[src/design/afc_pkg.sv]
// afc_pkg: register map, field positions, reset values and timing counts
// for the converter feature configuration bank.
// assumes a byte-wide register port decoded on a 9-bit address.
package afc_pkg;

  // ------------------------------------------------------------------
  // register addresses
  // ------------------------------------------------------------------
  localparam logic [8:0] ADDR_POWER_MODES = 9'h008;
  localparam logic [8:0] ADDR_GLOBAL_CLOCK = 9'h009;
  localparam logic [8:0] ADDR_CLOCK_DIVIDE = 9'h00b;
  localparam logic [8:0] ADDR_TEST_PATTERN = 9'h00d;
  localparam logic [8:0] ADDR_SELF_TEST = 9'h00e;
  localparam logic [8:0] ADDR_OUTPUT_MODE = 9'h014;
  localparam logic [8:0] ADDR_CLOCK_PHASE = 9'h016;
  localparam logic [8:0] ADDR_STROBE_DELAY = 9'h017;
  localparam logic [8:0] ADDR_REFERENCE = 9'h018;
  localparam logic [8:0] ADDR_SIG_LOW = 9'h024;
  localparam logic [8:0] ADDR_SIG_HIGH = 9'h025;
  localparam logic [8:0] ADDR_DITHER = 9'h030;
  localparam logic [8:0] ADDR_TRANSFER = 9'h0ff;
  localparam logic [8:0] ADDR_SYNC = 9'h100;

  // ------------------------------------------------------------------
  // reset values
  // ------------------------------------------------------------------
  localparam logic [7:0] RST_POWER_MODES = 8'h80;
  localparam logic [7:0] RST_GLOBAL_CLOCK = 8'h01;
  localparam logic [7:0] RST_CLOCK_DIVIDE = 8'h00;
  localparam logic [7:0] RST_TEST_PATTERN = 8'h00;
  localparam logic [7:0] RST_SELF_TEST = 8'h04;
  localparam logic [7:0] RST_OUTPUT_MODE = 8'h00;
  localparam logic [7:0] RST_CLOCK_PHASE = 8'h00;
  localparam logic [7:0] RST_STROBE_DELAY = 8'h00;
  localparam logic [7:0] RST_REFERENCE = 8'hc0;
  localparam logic [7:0] RST_DITHER = 8'h00;
  localparam logic [7:0] RST_SYNC = 8'h00;
  localparam logic [7:0] TRANSFER_CMD = 8'h01;

  // ------------------------------------------------------------------
  // field positions and writable masks
  // ------------------------------------------------------------------
  localparam int PIN_FUNC_BIT = 5;
  localparam int DCS_BIT = 0;
  localparam int TEST_RESET_LONG_BIT = 5;
  localparam int TEST_RESET_SHORT_BIT = 4;
  localparam int SELF_TEST_EN_BIT = 0;
  localparam int SELF_TEST_RST_BIT = 2;
  localparam int DRIVE_BIT = 7;
  localparam int OUT_TYPE_BIT = 6;
  localparam int OUT_DISABLE_BIT = 4;
  localparam int OUT_INVERT_BIT = 2;
  localparam int STROBE_INV_BIT = 7;
  localparam int DITHER_BIT = 4;
  localparam int MASTER_SYNC_BIT = 0;
  localparam int DIV_SYNC_BIT = 1;
  localparam int NEXT_SYNC_BIT = 2;
  localparam logic [7:0] MASK_POWER_MODES = 8'ha3;
  localparam logic [7:0] MASK_GLOBAL_CLOCK = 8'h01;
  localparam logic [7:0] MASK_3BIT = 8'h07;
  localparam logic [7:0] MASK_TEST_PATTERN = 8'h37;
  localparam logic [7:0] MASK_SELF_TEST = 8'h05;
  localparam logic [7:0] MASK_OUTPUT_MODE = 8'hd7;
  localparam logic [7:0] MASK_CLOCK_PHASE = 8'h87;
  localparam logic [7:0] MASK_STROBE_DELAY = 8'h1f;
  localparam logic [7:0] MASK_REFERENCE = 8'hc0;
  localparam logic [7:0] MASK_DITHER = 8'h10;

  // ------------------------------------------------------------------
  // timing: strobe delay full scale and its step divisor
  // ------------------------------------------------------------------
  localparam int STROBE_FULL_PS = 2500;
  localparam int STROBE_STEPS = 31;
  localparam int DLY_PS_W = 12;

  // power modes as decoded for the analog side
  typedef enum logic [1:0] {
    AFC_PWR_NORMAL, AFC_PWR_DOWN, AFC_PWR_STANDBY
  } afc_power_type;

endpackage

[src/design/afc_config_regs.sv]
// afc_config_regs: shadowed configuration bank, clock divider with phase
// delay and sync, and output test pattern source.
// assumes a single-cycle register port synchronous to ref_clk and a sync
// pulse input already aligned to ref_clk, which also serves as input clock.
`timescale 1ns/1ps

// Overview of operation
// RULE_01: internal power field 00 and 11 run normally, 01 powers down, 10 is standby.
// RULE_02: pin function bit chooses whether the power pin forces power-down (0) or standby (1).
// RULE_03: clock divides by ratio field plus one and any nonzero ratio forces the stabilizer on.
// RULE_04: a nonzero test field replaces output data with the selected pattern, 000 is off.
// RULE_05: output mode sets type, drive, disable, inversion and data format.
// RULE_06: phase field delays the divider input by that many clocks, another bit inverts the strobe.
// RULE_07: strobe delay is 2500 ps times field over 31, and self-test reset clears once used.
// RULE_08: shadowed writes act only when 0x01 lands in transfer, which then clears itself.
// RULE_09: sync needs master enable, and with divider enable every pulse realigns the divider.
// RULE_10: with next-sync-only the first pulse aligns the divider and clears divider enable.
module afc_config_regs #(
  parameter int DATA_W = 14
) (
  input wire logic ref_clk,
  input wire logic nrst,
  input wire logic reg_wr,
  input wire logic reg_rd,
  input wire logic [8:0] reg_addr,
  input wire logic [7:0] reg_wdata,
  input wire logic power_pin,
  input wire logic sync_in,
  input wire logic [DATA_W-1:0] adc_data,
  input wire logic [15:0] self_test_sig,
  output logic [7:0] reg_rdata,
  output logic [1:0] power_state,
  output logic dcs_active,
  output logic div_clk_en,
  output logic [DATA_W-1:0] out_data,
  output logic out_lvds,
  output logic out_reduced_drive,
  output logic out_disable,
  output logic strobe_invert,
  output logic [afc_pkg::DLY_PS_W-1:0] strobe_delay_ps,
  output logic [1:0] reference_range,
  output logic dither_en,
  output logic self_test_run,
  output logic self_test_reset
);

  // ------------------------------------------------------------------
  // state
  // ------------------------------------------------------------------
  typedef struct packed {
    logic [9:0][7:0] shadow;   // host-written copies
    logic [9:0][7:0] active;   // copies in force
    logic [7:0] sync_ctl;
    logic [2:0] div_cnt;
    logic [2:0] phase_cnt;
    logic [22:0] pn23;
    logic [8:0] pn9;
    logic toggle;
    logic [7:0] rdata;
    logic [1:0] power;
    logic dcs;
    logic div_en;
    logic [DATA_W-1:0] dout;
    logic [afc_pkg::DLY_PS_W-1:0] dly_ps;
  } afc_state_type;

  afc_state_type st;
  afc_state_type next_st;

  // index of each shadowed register in the arrays
  localparam int I_PWR = 0, I_GCK = 1, I_DIV = 2, I_TST = 3, I_BST = 4;
  localparam int I_OUT = 5, I_PHS = 6, I_DLY = 7, I_REF = 8, I_DTH = 9;

  // maps a shadowed address to its slot, 4'hf when not shadowed
  function automatic logic [3:0] slot_of(input logic [8:0] a);
    case (a)
      afc_pkg::ADDR_POWER_MODES: slot_of = 4'h0;
      afc_pkg::ADDR_GLOBAL_CLOCK: slot_of = 4'h1;
      afc_pkg::ADDR_CLOCK_DIVIDE: slot_of = 4'h2;
      afc_pkg::ADDR_TEST_PATTERN: slot_of = 4'h3;
      afc_pkg::ADDR_SELF_TEST: slot_of = 4'h4;
      afc_pkg::ADDR_OUTPUT_MODE: slot_of = 4'h5;
      afc_pkg::ADDR_CLOCK_PHASE: slot_of = 4'h6;
      afc_pkg::ADDR_STROBE_DELAY: slot_of = 4'h7;
      afc_pkg::ADDR_REFERENCE: slot_of = 4'h8;
      afc_pkg::ADDR_DITHER: slot_of = 4'h9;
      default: slot_of = 4'hf;
    endcase
  endfunction

  // writable bits of each slot; open bits stay zero
  function automatic logic [7:0] mask_of(input logic [3:0] s);
    case (s)
      4'h0: mask_of = afc_pkg::MASK_POWER_MODES;
      4'h1: mask_of = afc_pkg::MASK_GLOBAL_CLOCK;
      4'h2: mask_of = afc_pkg::MASK_3BIT;
      4'h3: mask_of = afc_pkg::MASK_TEST_PATTERN;
      4'h4: mask_of = afc_pkg::MASK_SELF_TEST;
      4'h5: mask_of = afc_pkg::MASK_OUTPUT_MODE;
      4'h6: mask_of = afc_pkg::MASK_CLOCK_PHASE;
      4'h7: mask_of = afc_pkg::MASK_STROBE_DELAY;
      4'h8: mask_of = afc_pkg::MASK_REFERENCE;
      4'h9: mask_of = afc_pkg::MASK_DITHER;
      default: mask_of = 8'h00;
    endcase
  endfunction

  localparam logic [9:0][7:0] RST_SET = {afc_pkg::RST_DITHER,
    afc_pkg::RST_REFERENCE, afc_pkg::RST_STROBE_DELAY,
    afc_pkg::RST_CLOCK_PHASE, afc_pkg::RST_OUTPUT_MODE,
    afc_pkg::RST_SELF_TEST, afc_pkg::RST_TEST_PATTERN,
    afc_pkg::RST_CLOCK_DIVIDE, afc_pkg::RST_GLOBAL_CLOCK,
    afc_pkg::RST_POWER_MODES};

  // ------------------------------------------------------------------
  // next-state logic
  // ------------------------------------------------------------------
  logic [3:0] wslot;
  logic xfer;
  logic [7:0] pwr_r, tst_r, out_r, phs_r;
  logic [2:0] ratio;
  logic sync_go, div_wrap;
  logic [DATA_W-1:0] pat;
  logic [DATA_W-1:0] mid;

  always_comb begin
    next_st = st;
    wslot = slot_of(reg_addr);
    xfer = reg_wr && reg_addr == afc_pkg::ADDR_TRANSFER
      && reg_wdata == afc_pkg::TRANSFER_CMD;
    pwr_r = st.active[I_PWR];
    tst_r = st.active[I_TST];
    out_r = st.active[I_OUT];
    phs_r = st.active[I_PHS];
    ratio = st.active[I_DIV][2:0];
    mid = '0;
    mid[DATA_W-1] = 1'b1;
    // writes land only in the shadow copy until a transfer
    if (reg_wr && wslot != 4'hf) begin // see RULE_08
      next_st.shadow[wslot] = reg_wdata & mask_of(wslot);
    end
    if (reg_wr && reg_addr == afc_pkg::ADDR_SYNC) begin
      next_st.sync_ctl = reg_wdata & 8'h07;
    end
    // transfer copies every shadow at once; no transfer bit is kept, so it
    // reads back as zero, i.e. cleared by itself
    if (xfer) begin // see RULE_08
      next_st.active = next_st.shadow;
    end
    // self-test reset is a one-shot: cleared in both copies once acted on
    if (st.active[I_BST][afc_pkg::SELF_TEST_RST_BIT] && !xfer) begin
      next_st.active[I_BST][afc_pkg::SELF_TEST_RST_BIT] = 1'b0; // see RULE_07
      if (!(reg_wr && wslot == 4'(I_BST))) begin
        next_st.shadow[I_BST][afc_pkg::SELF_TEST_RST_BIT] = 1'b0;
      end
    end
    // power decode, the pin overriding the register setting
    if (power_pin) begin // see RULE_02
      next_st.power = pwr_r[afc_pkg::PIN_FUNC_BIT] ? afc_pkg::AFC_PWR_STANDBY
        : afc_pkg::AFC_PWR_DOWN;
    end else begin
      case (pwr_r[1:0]) // see RULE_01
        2'b01: next_st.power = afc_pkg::AFC_PWR_DOWN;
        2'b10: next_st.power = afc_pkg::AFC_PWR_STANDBY;
        default: next_st.power = afc_pkg::AFC_PWR_NORMAL;
      endcase
    end
    next_st.dcs = st.active[I_GCK][afc_pkg::DCS_BIT] || ratio != 3'h0; // see RULE_03
    // sync: master enable gates everything
    sync_go = sync_in && st.sync_ctl[afc_pkg::MASTER_SYNC_BIT]
      && st.sync_ctl[afc_pkg::DIV_SYNC_BIT]; // see RULE_09
    if (sync_go && st.sync_ctl[afc_pkg::NEXT_SYNC_BIT]
        && !(reg_wr && reg_addr == afc_pkg::ADDR_SYNC)) begin
      next_st.sync_ctl[afc_pkg::DIV_SYNC_BIT] = 1'b0; // see RULE_10
    end
    // divider: phase delay counts input clocks before counting starts
    div_wrap = 1'b0;
    if (sync_go) begin // see RULE_09
      next_st.div_cnt = 3'h0;
      next_st.phase_cnt = phs_r[2:0]; // see RULE_06
    end else if (st.phase_cnt != 3'h0) begin
      next_st.phase_cnt = st.phase_cnt - 3'h1; // see RULE_06
    end else if (st.div_cnt >= ratio) begin
      next_st.div_cnt = 3'h0;
      div_wrap = 1'b1;
    end else begin
      next_st.div_cnt = st.div_cnt + 3'h1; // see RULE_03
    end
    if (xfer) begin
      next_st.phase_cnt = next_st.shadow[I_PHS][2:0]; // see RULE_06
    end
    next_st.div_en = div_wrap;
    // pattern generators advance on each sample, reset bits reseed them
    next_st.pn23 = {st.pn23[21:0], st.pn23[22] ^ st.pn23[17]};
    next_st.pn9 = {st.pn9[7:0], st.pn9[8] ^ st.pn9[4]};
    next_st.toggle = !st.toggle;
    if (tst_r[afc_pkg::TEST_RESET_LONG_BIT]) next_st.pn23 = '1;
    if (tst_r[afc_pkg::TEST_RESET_SHORT_BIT]) next_st.pn9 = '1;
    case (tst_r[2:0]) // see RULE_04
      3'h1: pat = mid;
      3'h2: pat = {1'b1, {(DATA_W-1){1'b1}}};
      3'h3: pat = '0;
      3'h4: pat = st.toggle ? {(DATA_W/2){2'b10}} : {(DATA_W/2){2'b01}};
      3'h5: pat = DATA_W'(st.pn23);
      3'h6: pat = DATA_W'(st.pn9);
      3'h7: pat = st.toggle ? '1 : '0;
      default: pat = adc_data;
    endcase
    // format: offset binary, twos complement (flip msb) or gray
    case (out_r[1:0]) // see RULE_05
      2'b01: pat = pat ^ mid;
      2'b10: pat = pat ^ (pat >> 1);
      default: pat = pat;
    endcase
    if (out_r[afc_pkg::OUT_INVERT_BIT]) pat = ~pat; // see RULE_05
    next_st.dout = pat;
    next_st.dly_ps = afc_pkg::DLY_PS_W'((afc_pkg::STROBE_FULL_PS
      * int'(st.active[I_DLY][4:0])) / afc_pkg::STROBE_STEPS); // see RULE_07
    // read mux answers the next cycle; unmapped addresses read zero
    next_st.rdata = 8'h00;
    if (reg_rd) begin
      if (wslot != 4'hf) next_st.rdata = st.shadow[wslot];
      else if (reg_addr == afc_pkg::ADDR_SYNC) next_st.rdata = st.sync_ctl;
      else if (reg_addr == afc_pkg::ADDR_SIG_LOW)
        next_st.rdata = self_test_sig[7:0];
      else if (reg_addr == afc_pkg::ADDR_SIG_HIGH)
        next_st.rdata = self_test_sig[15:8];
    end
  end

  // ------------------------------------------------------------------
  // state register
  // ------------------------------------------------------------------
  always_ff @(posedge ref_clk or negedge nrst) begin
    if (!nrst) begin
      st <= '0;
      st.shadow <= RST_SET;
      st.active <= RST_SET;
      st.dcs <= 1'b1;
      st.pn23 <= '1;
      st.pn9 <= '1;
    end else begin
      st <= next_st;
    end
  end

  // outputs straight from state flops
  assign reg_rdata = st.rdata;
  assign power_state = st.power;
  assign dcs_active = st.dcs;
  assign div_clk_en = st.div_en;
  assign out_data = st.dout;
  assign out_lvds = st.active[I_OUT][afc_pkg::OUT_TYPE_BIT]; // see RULE_05
  assign out_reduced_drive = st.active[I_OUT][afc_pkg::DRIVE_BIT];
  assign out_disable = st.active[I_OUT][afc_pkg::OUT_DISABLE_BIT];
  assign strobe_invert = st.active[I_PHS][afc_pkg::STROBE_INV_BIT]; // see RULE_06
  assign strobe_delay_ps = st.dly_ps;
  assign reference_range = st.active[I_REF][7:6];
  assign dither_en = st.active[I_DTH][afc_pkg::DITHER_BIT];
  assign self_test_run = st.active[I_BST][afc_pkg::SELF_TEST_EN_BIT];
  assign self_test_reset = st.active[I_BST][afc_pkg::SELF_TEST_RST_BIT];

  // ------------------------------------------------------------------
  // checks
  // ------------------------------------------------------------------
  shadow_holds_a: assert property (@(posedge ref_clk) disable iff (!nrst)
    !xfer |=> st.active == $past(st.active) || $past(st.active[I_BST][2]))
    else $error("active copy changed without transfer"); // see RULE_08
  xfer_copies_a: assert property (@(posedge ref_clk) disable iff (!nrst)
    xfer |=> st.active[I_DIV] == $past(next_st.shadow[I_DIV]))
    else $error("transfer did not copy shadow"); // see RULE_08
  pin_down_a: assert property (@(posedge ref_clk) disable iff (!nrst)
    power_pin && !pwr_r[5] |=> power_state == afc_pkg::AFC_PWR_DOWN)
    else $error("pin did not force power-down"); // see RULE_02
  pwr_decode_a: assert property (@(posedge ref_clk) disable iff (!nrst)
    !power_pin && pwr_r[1:0] == 2'b10 |=> power_state == 2'(2))
    else $error("standby not decoded"); // see RULE_01
  dcs_force_a: assert property (@(posedge ref_clk) disable iff (!nrst)
    ratio != 3'h0 |=> dcs_active)
    else $error("stabilizer not forced"); // see RULE_03
  div_period_a: assert property (@(posedge ref_clk) disable iff (!nrst)
    ratio == 3'h1 && !xfer && !sync_go && st.phase_cnt == 3'h0
      && div_clk_en ##1 (!xfer && !sync_go) |=> div_clk_en)
    else $error("divide by two period wrong"); // see RULE_03
  phase_wait_a: assert property (@(posedge ref_clk) disable iff (!nrst)
    st.phase_cnt != 3'h0 && !sync_go && !xfer |=> !div_clk_en)
    else $error("divider ran during phase delay"); // see RULE_06
  sync_gate_a: assert property (@(posedge ref_clk) disable iff (!nrst)
    sync_in && !st.sync_ctl[0] && !xfer && st.phase_cnt == 3'h0
      |=> st.div_cnt != 3'h0 || $past(st.div_cnt) >= $past(ratio))
    else $error("sync acted without master enable"); // see RULE_09
  one_shot_a: assert property (@(posedge ref_clk) disable iff (!nrst)
    sync_go && st.sync_ctl[2] && !(reg_wr && reg_addr == 9'h100)
      |=> !st.sync_ctl[1])
    else $error("divider sync enable not cleared"); // see RULE_10
  bist_clear_a: assert property (@(posedge ref_clk) disable iff (!nrst)
    self_test_reset && !xfer |=> !self_test_reset)
    else $error("self-test reset did not clear"); // see RULE_07

endmodule

[config.mk]
export PLATFORM = sky130hd
export DESIGN_NAME = afc_config_regs
export DESIGN_NICKNAME = d
export VERILOG_FILES = /design/src/design/afc_pkg.sv /design/src/design/afc_config_regs.sv
export SDC_FILE = /design/constraint.sdc
export NUM_CORES = 1
export LEC_CHECK = 0
export ABC_AREA = 1
export ABC_CLOCK_PERIOD_IN_PS = 6480
export BUFFER_PORTS_ARGS = -buffer_cell sky130_fd_sc_hd__buf_2
export CAP_MARGIN = 25
export CORE_MARGIN = 4
export CORE_UTILIZATION = 55
export DETAILED_ROUTE_END_ITERATION = 10
export PLACE_DENSITY = 0.83
export SETUP_SLACK_MARGIN = 0.5
export SLEW_MARGIN = 0
export SYNTH_ARGS = -nofsm -noshare
export SYNTH_HDL_FRONTEND = slang
export SYNTH_SLANG_ARGS = --single-unit
[constraint.sdc]
create_clock -name ref_clk -period 6.48 [get_ports ref_clk]
set_input_delay 0.648 -clock ref_clk [delete_from_list [all_inputs] [get_ports ref_clk]]
set_output_delay 0.648 -clock ref_clk [all_outputs]
set_load 0.01 [all_outputs]
# After elaboration in Yosys (flattened, before gate mapping)
# Memory sizes are Yosys's and may differ from the RTL's.
# Index checks and enable logic that the tools add are counted.
# W data, S select, Z words.
op_classes:
  bitwise: 6
  reduce_logical: 20
  mux: 37
  magnitude_cmp: 3
  n_div: 1
  mul: 1
  n_eq_ne: 29
  add_sub_neg: 2
op_table:
  columns: ["operator", "count"]
  rows:
  - ["$pmux W14 S7", 1]
  - ["$bwmux W80", 1]
  - ["$mux W80", 1]
  - ["$mux W8", 8]
  - ["$eq A9 B4 Y1 const B", 5]
  - ["$mux W14", 3]
  - ["$pmux W4 S10", 1]
  - ["$eq A9 B5 Y1 const B", 4]
  - ["$mux W35", 1]
  - ["$bmux W8 S4", 1]
  - ["$demux W8 S4", 1]
  - ["$div A32 B6 Y32 const B", 1]
  - ["$pmux W14 S2", 1]
  - ["$eq A9 B6 Y1 const B", 3]
  - ["$mux W23", 1]
  - ["$mul A10 B5 Y15 const A", 1]
  - ["$not A14 Y14", 1]
  - ["$xor A14 B13 Y14", 1]
  - ["$eq A3 B3 Y1 const B", 4]
  - ["$mux W3", 4]
  - ["$logic_and A1 B1 Y1", 11]
  - ["$eq A9 B8 Y1 const B", 1]
  - ["$eq A9 B9 Y1 const B", 1]
  - ["$mux W9", 1]
  - ["other kinds (24)", 41]
totals:
  wordCells: 134
  mem_count: 1
  mem_bits_ro: 128
  register_bits: 229
  out_inout_bits: 47
mem_list:
  columns: ["memory", "words", "word_bits", "read_ports", "rd_ports_with_merged_regs", "write_ports", "line", "source"]
  rows:
  - ["(no name shown)", 16, 8, 1, 0, 0, "afc_config_regs.sv:93", "case (s)"]

# Depth between registers and ports, before layout
# Gate-level depths: netlist of run 1.
logic_depth:
  word_depth: 10
  mapped_depth: 66
  mapped_depth_nobuf: 66

# Worst setup path before layout of run 1
# No wires, ideal clock.
synth_path:
  path_type: "flip-flop to flip-flop"
  from: "reg st[144] (netlist name)"
  to: "reg st (netlist bit strobe_delay_ps[0])"
  t_arrival_ns: 6.766
  synth_period_minus_slack_ns: 6.892
  n_path_buf: 0
  t_required_ns: 6.354
  setup_time_ns: 0.126
  setup_slack_ns: -0.412
  path_stages_with_launch: 57
  path_cell_list: "dfrtp_1 inv_1 fa_1 inv_1 ha_1 fa_1 ha_1 nand2_1 inv_1 nand2_1 nand3_1 nand2_1 nand3_2 nor2_2 nand2_4 nand2_4 nand2_1 nand2_2 [... 21 more ...] o21bai_1 nand3_1 nor2_2 nand2_4 nand3_4 nand2_1 nand2_1 nor2_4 nand2_2 nand2_2 nand2_2 inv_2 ha_1 nand2_1 nand2_1 inv_1 o21bai_1 nand3_1"
synth_lines:
  columns: ["item", "line", "source"]
  rows:
  - ["from (decl)", "afc_config_regs.sv:67", "afc_state_type st;"]
  - ["from (signal assigned)", "afc_config_regs.sv:243", "st <= next_st;"]

==> metrics.md, run 1 <==
| Metric | Value |
|---|---|
| Die area | `23,500 sq um` |
| Final worst-path cycle share | `1.21` |
| Number of cell rows | `52` |
| Total Wirelength | `31.0 mm` |
| Worst skew pair latency | `440 ps` |
| First-pass GRT wire length | `48.8 mm` |
| Initial Utilization | `0.567` |
| Vias in the first global route | `10,307` |
| Synth Area per Inst | `7.82 sq um` |
| Die X-Extent | `153 um` |
| Data arrival, critical path | `8130 ps` |
| Comb pwr share | `0.099` |
| Initial antenna violation count | `0` |
| Final hold vios | `0` |
| Setup crit start | `st[144]` |
| Clock buffer count from CTS | `17` |
| # IOs | `100` |
| Startpoint Class | `register` |
| First drt pass iteration count | `5` |
| Power density over the cells | `187 nW/um^2` |
| Routed len/inst | `16.0 um` |
| Drt drc | `0` |
| Register area share after synthesis | `0.418` |
| Post-synthesis compound-gate area fraction | `0.148` |
| Hold Buf Count CTS | `0` |
| N_diodes | `0` |
| Multi-input gate area | `6080 sq um` |
| Post-Synthesis Cells | `1,486` |
| Vias per cell | `5.50` |
| RSZ-0062 raised after global routing | `true` |
| Fmax | `0.128 GHz` |
| Post-Syn Nets | `1,585` |
| Largest net degree at the start of global routing | `115` |
| Synth warn | `0` |
| Final WS setup | `-1330 ps` |
| Num Clock Sinks | `192` |
| Register share of total power | `0.469` |
| Util after Layout | `0.698` |
| Clock transition at the registers of the reported paths | `70 ps` |
| Reg2Reg Launch Point | `st[144]` |
| XOR/XNOR Fraction of Synth Area | `0.0188` |
| EDFF count, synth | `0` |
| Finished Layout Cells | `1,941` |
| Mapped Area | `11,600 sq um` |
| Asr flop ratio synth | `1.00` |
| Max Slew Vio Count | `0` |
| Core area | `20,500 sq um` |
| Hpwl dp | `21.0 mm` |
| Cell-internal power | `0.00201 W` |
| Top cell by count, worst path | `nand2_2` |
| Sw power | `0.000672 W` |
| H-Tree Level Count | `4` |
| Crit Path Max Fanout | `7` |
| Synth Area in Simple Gates | `0.251` |
| Status | `complete, but fails checks` |
| Worst Setup End Kind | `register` |
| Overall power | `0.00268 W` |
| Max VDD drop | `0.200 mV` |
| Fin crit period | `7810 ps` |
| RD Place Congestion | `0.884` |
| Max stage delay on crit path | `520 ps` |
| Synth Area in Adders | `0.0521` |
| CP required | `6800 ps` |
| Relative slew slack | `0.334` |
| CP top delay family | `simple AND/OR/NAND/NOR gates` |
| Layout area overhead | `23.2%` |
| MaxCap Viol Count | `0` |
| Fillers | `1,538` |
| CTS root buf | `clkbuf_16` |
| Overall routing resource usage | `0.248` |
| Seq cells post-synth | `192` |
| GRT overflow | `0` |
| Worst slew pin tran | `992 ps` |
| Design area | `14,300 sq um` |
| Clock power frac | `0.432` |
| Die Ht | `153 um` |
| Crit Path Class | `register to register` |
| Dpl cells | `1,872` |
| CP max-delay cell | `fa_1` |
| Antenna viol nets, final | `0` |
| Leak | `7.25 nW` |
| Main combinational cell family by area after synthesis | `simple AND/OR/NAND/NOR gates` |
| Register Area | `4860 sq um` |
| Clock skew | `10.9 ps` |
| Endpoints failing setup | `4` |
| Post-synth top flop | `dfrtp_1` |
| Setup TNS Final | `-3710 ps` |
| Switching Fraction | `0.251` |
| Failing checks | `negative setup slack` |
| Via Count | `10,678` |
| Mux share of post-synthesis cell area | `0.000969` |
| Min-delay worst type | `input pin to async pin` |
| Area after DPL | `12,800 sq um` |
| CTS tree | `yes` |
| Port buffer count | `99` |
| Final nets | `1,757` |
| Layout cells sized above 1 | `0.310` |
| Library cells used by synthesis | `59` |
| Drt first-iter violations | `868` |
| Longest Clk Path Bufs | `2` |
| CP bufs+invs | `9` |
==> routing by layer <==
| metal | GRT usage | part of all wire | vias to the layer above |
|---|---|---|---|
| met5 | 0 | 0 | - |
| met4 | 0.0770 | 0.028 | 0 |
| met3 | 0.0404 | 0.052 | 88 |
| met2 | 0.435 | 0.52 | 384 |
| met1 | 0.316 | 0.40 | 5104 |
| li1 | - | - | 5102 |
==> path summary, 6_finish.rpt <==
check                                endpoint  slack (ps)  cells past startpoint
max                        strobe_delay_ps[0]       -1330                     57
min                        strobe_delay_ps[9]         260                      1
max reg2reg                strobe_delay_ps[0]       -1330                     57
min reg2reg                          register         470                      2
max in group asynchronous             st[199]        4970                      3
min in group ref_clk           power_state[0]         420                      2
==> area by class of cell <==
cell class,instances,area share
clock buffer,19,0.0309
sequential,192,0.340
multi-input combinational,990,0.425
clock inverter,13,0.0138
timing repair buffer,218,0.103
inverter,239,0.0644
tap,270,0.0236
==> Yosys cell counts, types with 3 or more instances <==
master	n	area (sq um)
o211ai_1	3	22.5
a221o_1	6	60.1
o221ai_1	7	61.3
clkbuf_1	25	93.8
o21a_1	3	22.5
inv_2	23	86.3
nor2_4	6	67.6
nand3_1	49	245
dfstp_2	42	1100
nand3b_1	3	22.5
xor2_1	22	193
a221oi_1	6	52.6
nor4_1	4	25.0
ha_1	42	526
fa_1	4	80.1
nand3_2	10	100
nand4_1	8	50.1
a21oi_1	74	370
a32oi_1	9	78.8
a31oi_1	8	50.1
a21oi_2	6	52.6
inv_1	208	781
o31ai_1	7	52.6
nand2_2	27	169
o21ai_2	4	35.0
o21ai_1	9	45.0
o21ai_0	99	495
o22ai_1	12	75.1
xnor2_1	3	26.3
nand2_1	306	1150
o21bai_1	3	22.5
buf_4	38	285
a22o_1	3	26.3
nor2_1	148	556
or2_2	30	188
dfrtp_1	150	3750
nor2_2	9	56.3
clkinv_1	8	30.0
nand2_4	9	101
nor3_1	21	105
a211oi_1	9	67.6
==> per-stage QoR <==
| stage | worst slack [ps] | hold slack (ps) |
|---|---|---|
| floorplan | -255 | 352 |
| global placement | -461 | 435 |
| detailed placement | -825 | 453 |
| CTS | -686 | 354 |
| global route | -1800 | 357 |
| finish | -1330 | 256 |
==> placed cells by master (no fill, tap or decap), types with 42 or more instances in the layout <==
cell / synthesis / routed
a21oi_1: 74 / 73
buf_2: 0 / 98
buf_4: 38 / 104
dfrtp_1: 150 / 148
dfstp_2: 42 / 42
inv_1: 208 / 202
nand2_1: 306 / 264
nand2_2: 27 / 54
nor2_1: 148 / 134
o21ai_0: 99 / 97
==> cells by family (layout without fill, tap and decap cells) <==
family                   after synthesis  after routing
AND/OR/NAND/NOR                      638            638
flip-flops                           192            192
XOR/XNOR                              25             25
buffers and inverters                304            489
AO/OA/AOI/OAI                        280            280
multiplexers                           1              1
adder cells (fa/ha/maj)               46             46
==> power by group through the flow <==
stage	Sequential (W)	Combinational (W)	Clock, W
global placement	0.00128	0.000230	0
floorplan	0.00127	0.000151	0
CTS	0.00126	0.000244	0.00117
detailed placement	0.00128	0.000238	0
finish	0.00126	0.000266	0.00116
global route	0.00126	0.000299	0.00122
==> what timing repair did <==
| item | CTS | global route |
|---|---|---|
| gates resized for setup | 39 | 98 |
| endpoints found under the setup margin | 4 | 5 |
| buffers inserted | 11 | 24 |
| pin swaps | 13 | 49 |
| gates cloned | 0 | 0 |
Note: power is estimated with default switching activity, not from simulation.
==> inputs of run 2 (changes only) <==
- ABC_AREA: 1 -> default
- CORE_UTILIZATION: 55 -> 53
- PLACE_DENSITY: 0.83 -> 0.81
==> run 2 against run 1 <==
  * Non-clock buffer count up 61
  * Global-route usage up 0.28 points
  * The run still ends with negative setup slack left
  * Flip-flop and latch count unchanged
  * Utilization down 2.7 points
==> metrics.md, run 2 <==
| Metric | Value |
|---|---|
| Via Count | `10,787 (+1.0%)` |
| XOR/XNOR Fraction of Synth Area | `0.0273 (+0.00847)` |
| Port buffer count | `99 (unchanged)` |
| Max stage delay on crit path | `600 ps (+80 ps)` |
| First drt pass iteration count | `6 (+1)` |
| Final hold vios | `0 (unchanged)` |
| Commonest cells after routing, fill and taps aside | `170 x buf_4, 156 x nand2_1, 149 x dfrtp_1` |
| Synth area leader | `dfrtp_1` |
| Fin crit period | `7780 ps (-26.8 ps)` |
| Synth top area cells | `dfrtp_1 31%, dfstp_2 9.1%, mux2_2 6.7%` |
| Drt first-iter violations | `946 (+9.0%)` |
| # IOs | `100 (unchanged)` |
| CP max-delay cell | `or4b_4` |
| Register area share after synthesis | `0.402 (-0.0165)` |
| Total Wirelength | `33.8 mm (+9.0%)` |
| Setup TNS Final | `-3040 ps (+671 ps)` |
| Leak | `7.12 nW (-1.7%)` |
| Crit Path Class | `register to register` |
| Synth Area per Inst | `9.48 sq um (+21%)` |
| CTS root buf | `clkbuf_16` |
| Post-synthesis compound-gate area fraction | `0.176 (+0.0279)` |
| Longest Clk Path Bufs | `2 (unchanged)` |
| Area after DPL | `13,700 sq um (+6.9%)` |
| RSZ-0062 raised after global routing | `true` |
| Final worst-path cycle share | `1.20 (-0.00413)` |
| H-Tree Level Count | `4 (unchanged)` |
| Num Clock Sinks | `192 (unchanged)` |
| Post-Place Worst Slack | `-1360 ps (-538 ps)` |
| Post-Syn Nets | `1,375 (-13%)` |
| Synth warn | `0 (unchanged)` |
| Vias in the first global route | `10,595 (+2.8%)` |
| Multi-input gate area | `7260 sq um (+19%)` |
| Post-Synthesis Cells | `1,276 (-14%)` |
| Overall routing resource usage | `0.251 (+0.00276)` |
| Startpoint Class | `register` |
| Fmax | `0.128 GHz (+0.34%)` |
| Synth Area in Adders | `0.0509 (-0.00123)` |
| Endpoints failing setup | `4 (unchanged)` |
| Clock skew | `13.7 ps (+2.79 ps)` |
| Antenna viol nets, final | `0 (unchanged)` |
| RD Place Congestion | `0.922 (+4.3%)` |
| Final WS setup | `-1300 ps (+26.8 ps)` |
| First-pass GRT wire length | `52.9 mm (+8.5%)` |
| Layout cells sized above 1 | `0.395 (+0.0853)` |
| Power density over the cells | `180 nW/um^2 (-3.8%)` |
| CTS tree | `yes` |
| Die Ht | `159 um (+3.7%)` |
| Mapped Area | `12,100 sq um (+4.1%)` |
| Worst slew pin tran | `1090 ps (+96.6 ps)` |
| Worst Setup End Kind | `register` |
| N_diodes | `0 (unchanged)` |
| Fillers | `1,621 (+5.4%)` |
| Data arrival, critical path | `8110 ps (-20 ps)` |
| Post-synth top flop | `dfrtp_1` |
| Layout area overhead | `25.2%` |
| Asr flop ratio synth | `1.00 (unchanged)` |
| Min-delay worst type | `input pin to async pin` |
| Register Area | `4860 sq um (about the same)` |
| Hpwl dp | `22.7 mm (+8.2%)` |
| Die X-Extent | `159 um (+3.7%)` |
| Initial antenna violation count | `0 (unchanged)` |
| Hold Buf Count CTS | `0 (unchanged)` |
| GRT overflow | `0 (unchanged)` |
| Design area | `15,100 sq um (+5.8%)` |
| Core area | `22,600 sq um (+10%)` |
| Largest net degree at the start of global routing | `79 (-31%)` |
| R2r endpoint | `strobe_delay_ps[0]` |
| Synth top cells by count | `164 x nand2_1, 150 x dfrtp_1, 76 x nor2_1` |
| Status | `complete, but fails checks` |
| Crit Path Max Fanout | `6 (-1)` |
| CP required | `6800 ps (about the same)` |
| Die area | `25,300 sq um (+7.6%)` |
| Worst hold slack | `204 ps (-52.7 ps)` |
| Max VDD drop | `0.204 mV (+1.6%)` |
| Relative slew slack | `0.272 (-0.0620)` |
| MaxCap Viol Count | `0 (unchanged)` |
| Most frequent cell after synthesis | `nand2_1` |
| CP Capture Point | `strobe_delay_ps[0]` |
| Worst r2r path cells | `35 (-39%)` |
| Library cells used by synthesis | `103 (+75%)` |
| Reg2reg setup slack | `-1300 ps (+30 ps)` |
| Vias per cell | `6.08 (+10%)` |
| Max Slew Vio Count | `0 (unchanged)` |
| Clock buffer count from CTS | `17 (unchanged)` |
| Failing checks | `negative setup slack` |
| Final nets | `1,576 (-10%)` |
| Setup crit start | `st[143]` |
| Main combinational cell family by area after synthesis | `simple AND/OR/NAND/NOR gates` |
| Routed len/inst | `19.0 um (+19%)` |
| Reg2Reg Launch Point | `st[143]` |
| Number of cell rows | `55 (+5.8%)` |
| EDFF count, synth | `0 (unchanged)` |
| Most common cell after layout, fill and taps aside | `buf_4` |
| Drt drc | `0 (unchanged)` |
| Worst skew pair latency | `450 ps (about the same)` |
| Synth Area in Simple Gates | `0.194 (-0.0577)` |
| Clock transition at the registers of the reported paths | `80 ps (about the same)` |
| Yosys top cell area share | `0.310 (-0.0127)` |
| Seq cells post-synth | `192 (unchanged)` |
| Mux share of post-synthesis cell area | `0.0933 (+0.0924)` |
| Initial Utilization | `0.536 (-0.0310)` |
run 2: worst min-delay path by stage:
stage / start / endpoint / slack [ps] / cells past startpoint
after CTS: nrst / st[76] / 240 / 1
after floorplan: nrst / async pin / 350 / 0
after detailed placement: ratio[2] / dcs_active / 460 / 1
after global placement: ratio[2] / dcs_active / 460 / 1
after global routing: nrst / st[76] / 260 / 1
final: nrst / div_clk_en / 200 / 1
run 2: cell type report:
cell class              count  share of cell area
well taps                 285              0.0235
flip-flops and latches    192               0.321
clock buffers              18              0.0283
repair buffers            279               0.126
multi-input cells         953               0.479
inverters                  34             0.00859
clock inverters            14              0.0131
run 2: metal layers:
layer	global-route usage	wire, um	vias to the layer above
met5	0	0	-
li1	-	-	4938
met3	0.0546	2520	102
met4	0.0844	901	0
met2	0.416	16300	508
met1	0.329	14100	5239
run 2: kinds of logic (layout without fill, tap and decap cells):
logic type | Yosys count | count (layout)
simple gates | 468 | 469
compound gates | 302 | 302
flops | 192 | 192
buf+inv | 132 | 345
mux | 102 | 102
fa+ha+maj | 47 | 47
xor+xnor | 33 | 33
run 2: worst max-delay path, delay by kind of cell, from the launching register on:
| kind | cells | cell delay (ps) |
|---|---|---|
| AND/OR/NAND/NOR | 10 | 1980 |
| buffers and inverters | 6 | 670 |
| AO/OA/AOI/OAI | 10 | 1510 |
| adder cells (fa/ha/maj) | 5 | 1680 |
| multiplexers | 4 | 1430 |
| flip-flops | 1 | 390 |
run 2: repair_timing:
item,CTS,global route
setup endpoints to repair,6,6
hold endpoints to repair,0,0
gates resized for setup,46,67
buffers inserted,19,13
cloned,1,0
pin swaps,15,54
run 2: per-stage QoR:
stage          total power, W  utilization  cells
2_1_floorplan         0.00147            -   1276
4_1_cts               0.00272        0.650   1761
3_3_place_gp          0.00156        0.606   1709
5_1_grt               0.00282        0.671   1775
3_5_place_dp          0.00157        0.606   1709
6_report              0.00273        0.671   1775
run 2: power by group:
group / total (W) / switching, W / internal, W
clock: 0.00114 / 0.000519 / 0.000625
sequential: 0.00125 / 0.0000175 / 0.00123
combinational: 0.000336 / 0.000184 / 0.000152
==> inputs of run 3 (changes only) <==
- CORE_ASPECT_RATIO: default -> 1.5
==> run 3 against run 2 <==
  * Combinational power grew 7.1%
  * Cell area increased by 1.1%
  * The run still ends with negative setup slack left
  * Clock skew decreased by 1.7 ps
  * Sequential share of layout area decreased by 0.34 points
  * Routed wire length grew 0.94%
  * Flip-flop and latch count unchanged
  * Sequential power about the same
  * First-iteration DRC count down 0.95%
  * Cell count increased by 0.90%
  * Clock-buffer cell count down 1
  * Global-route usage increased by 0.94 points
==> metrics.md, run 3 (synthesized netlist as in run 2, its figures left out) <==
| Metric | Value |
|---|---|
| Status | `complete, but fails checks` |
| Failing checks | `negative setup slack` |
| Crit path depth | `34 (-2.9%)` |
| Antenna viol nets, final | `0 (unchanged)` |
| Fillers | `1,613 (-0.49%)` |
| Crit Path Class | `register to register` |
| Number of cell rows | `67 (+22%)` |
| Commonest cells after routing, fill and taps aside | `175 x buf_4, 161 x nand2_1, 149 x dfrtp_1` |
| GRT overflow | `0 (unchanged)` |
| CP top delay family | `compound AO/OA/AOI/OAI gates` |
| Layout cells sized above 1 | `0.403 (+0.00734)` |
| MaxCap Viol Count | `0 (unchanged)` |
| Endpoints failing setup | `4 (unchanged)` |
| Crit Path Max Fanout | `7 (+1)` |
| Hpwl dp | `24.1 mm (+6.3%)` |
| Vias per cell | `6.04 (-0.63%)` |
| First-pass GRT wire length | `54.2 mm (+2.3%)` |
| Final WS setup | `-1290 ps (+12.3 ps)` |
| Max Slew Vio Count | `0 (unchanged)` |
| Via Count | `10,816 (+0.27%)` |
| Top cell by count, worst path | `buf_4` |
| Largest net degree at the start of global routing | `75 (-5.1%)` |
| Layout area overhead | `26.6%` |
| Fmax | `0.129 GHz (+0.16%)` |
| RD Place Congestion | `0.954 (+3.5%)` |
| CP max-delay cell | `or4b_4` |
| Power density over the cells | `175 nW/um^2 (-3.0%)` |
| Util after Layout | `0.684 (+0.0130)` |
| Clock skew | `12.0 ps (-1.68 ps)` |
| Setup TNS Final | `-4080 ps (-1040 ps)` |
| Routed len/inst | `19.0 um (about the same)` |
| Final nets | `1,601 (+1.6%)` |
| Worst slew pin tran | `989 ps (-99.1 ps)` |
| CTS tree | `yes` |
| Hold Buf Count CTS | `0 (unchanged)` |
| CP required | `6790 ps (about the same)` |
| # IOs | `100 (unchanged)` |
| Max stage delay on crit path | `580 ps (-20 ps)` |
| Clock buffer count from CTS | `17 (unchanged)` |
| Most common cell after layout, fill and taps aside | `buf_4` |
| R2r endpoint | `strobe_delay_ps[0]` |
| Die area | `25,300 sq um (+0.20%)` |
| Data arrival, critical path | `8080 ps (-30 ps)` |
| Min-delay worst type | `input pin to async pin` |
| N_diodes | `0 (unchanged)` |
| H-Tree Level Count | `4 (unchanged)` |
| CTS root buf | `clkbuf_16` |
| Overall routing resource usage | `0.260 (+0.00944)` |
| Vias in the first global route | `10,955 (+3.4%)` |
| Relative slew slack | `0.338 (+0.0663)` |
| Die Ht | `193 um (+21%)` |
| Startpoint Class | `register` |
| Max VDD drop | `0.189 mV (-7.1%)` |
| Longest Clk Path Bufs | `2 (unchanged)` |
| Reg2reg setup slack | `-1290 ps (about the same)` |
| Die X-Extent | `131 um (-17%)` |
| CP bufs+invs | `5 (-1)` |
| Fin crit period | `7770 ps (-12.3 ps)` |
| Reg2Reg Launch Point | `st[143]` |
| Final hold vios | `0 (unchanged)` |
| Port buffer count | `99 (unchanged)` |
| Initial Utilization | `0.540 (+0.00452)` |
| Worst Setup End Kind | `register` |
| Worst hold slack | `162 ps (-42.1 ps)` |
| First drt pass iteration count | `5 (-1)` |
| Initial antenna violation count | `0 (unchanged)` |
| RSZ-0062 raised after global routing | `true` |
| Drt drc | `0 (unchanged)` |
| Leak | `7.19 nW (+1.0%)` |
| Drt first-iter violations | `937 (-0.95%)` |
| Core area | `22,400 sq um (-0.84%)` |
| Worst r2r path cells | `34 (-2.9%)` |
| Final worst-path cycle share | `1.20 (-0.00190)` |
| Num Clock Sinks | `192 (unchanged)` |
| Clock transition at the registers of the reported paths | `70 ps (about the same)` |
| Worst skew pair latency | `440 ps (about the same)` |
| Total Wirelength | `34.1 mm (+0.94%)` |
==> run 3: what timing repair did <==
action	CTS	global route
buffers inserted	14	30
pin swaps	42	57
hold endpoints to repair	0	0
endpoints found under the setup margin	6	6
gates cloned	1	1
gates resized for setup	54	70
==> run 3: cell type report <==
cell class / count / area [sq um] / share of cell area
clock buffer: 17 / 425 / 0.0278
clock inverter: 15 / 175 / 0.0114
inverter: 34 / 130 / 0.00850
multi-input combinational: 953 / 7210 / 0.471
sequential: 192 / 4860 / 0.317
tap: 276 / 345 / 0.0226
timing repair buffer: 304 / 2170 / 0.142
==> run 3: metrics by stage <==
step	setup WS (ps)	area [sq um]	total power (W)	instances
after floorplan	-1170	12300	0.00147	1276
after global placement	-1270	13800	0.00156	1713
after detailed placement	-1400	13800	0.00157	1713
after CTS	-1140	14800	0.00265	1760
after global routing	-1630	15300	0.00279	1791
final	-1290	15300	0.00268	1791
==> run 3: layer usage <==
layer	vias up	track usage	wire (um)
met5	-	0	0
met1	5294	0.285	12800
li1	4970	-	-
met2	414	0.487	18100
met3	138	0.0389	1430
met4	0	0.142	1800
==> run 3: worst register-to-register path: cells and delay by family, from the launching register on <==
kind	cells	cell delay (ps)
AO/OA/AOI/OAI	13	2590
AND/OR/NAND/NOR	9	1790
adder cells (fa/ha/maj)	5	1700
buffers and inverters	5	590
multiplexers	1	400
flip-flops	1	390
XOR/XNOR	1	170
==> run 3: worst max-delay path by stage <==
stage	from	to	slack [ps]
after floorplan	st[144]	strobe_delay_ps[0]	-1170
after global placement	st[143]	strobe_delay_ps[0]	-1270
after detailed placement	st[143]	strobe_delay_ps[0]	-1400
after CTS	st[144]	strobe_delay_ps[0]	-1140
after global routing	st[143]	strobe_delay_ps[0]	-1630
final	st[143]	strobe_delay_ps[0]	-1290
==> run 3: power breakdown <==
part / leakage, nW / total, W / switching [W] / internal, W
Combinational: 4.49 / 0.000360 / 0.000191 / 0.000169
Clock: 0.291 / 0.00107 / 0.000517 / 0.000551
Sequential: 2.41 / 0.00125 / 0.0000174 / 0.00123
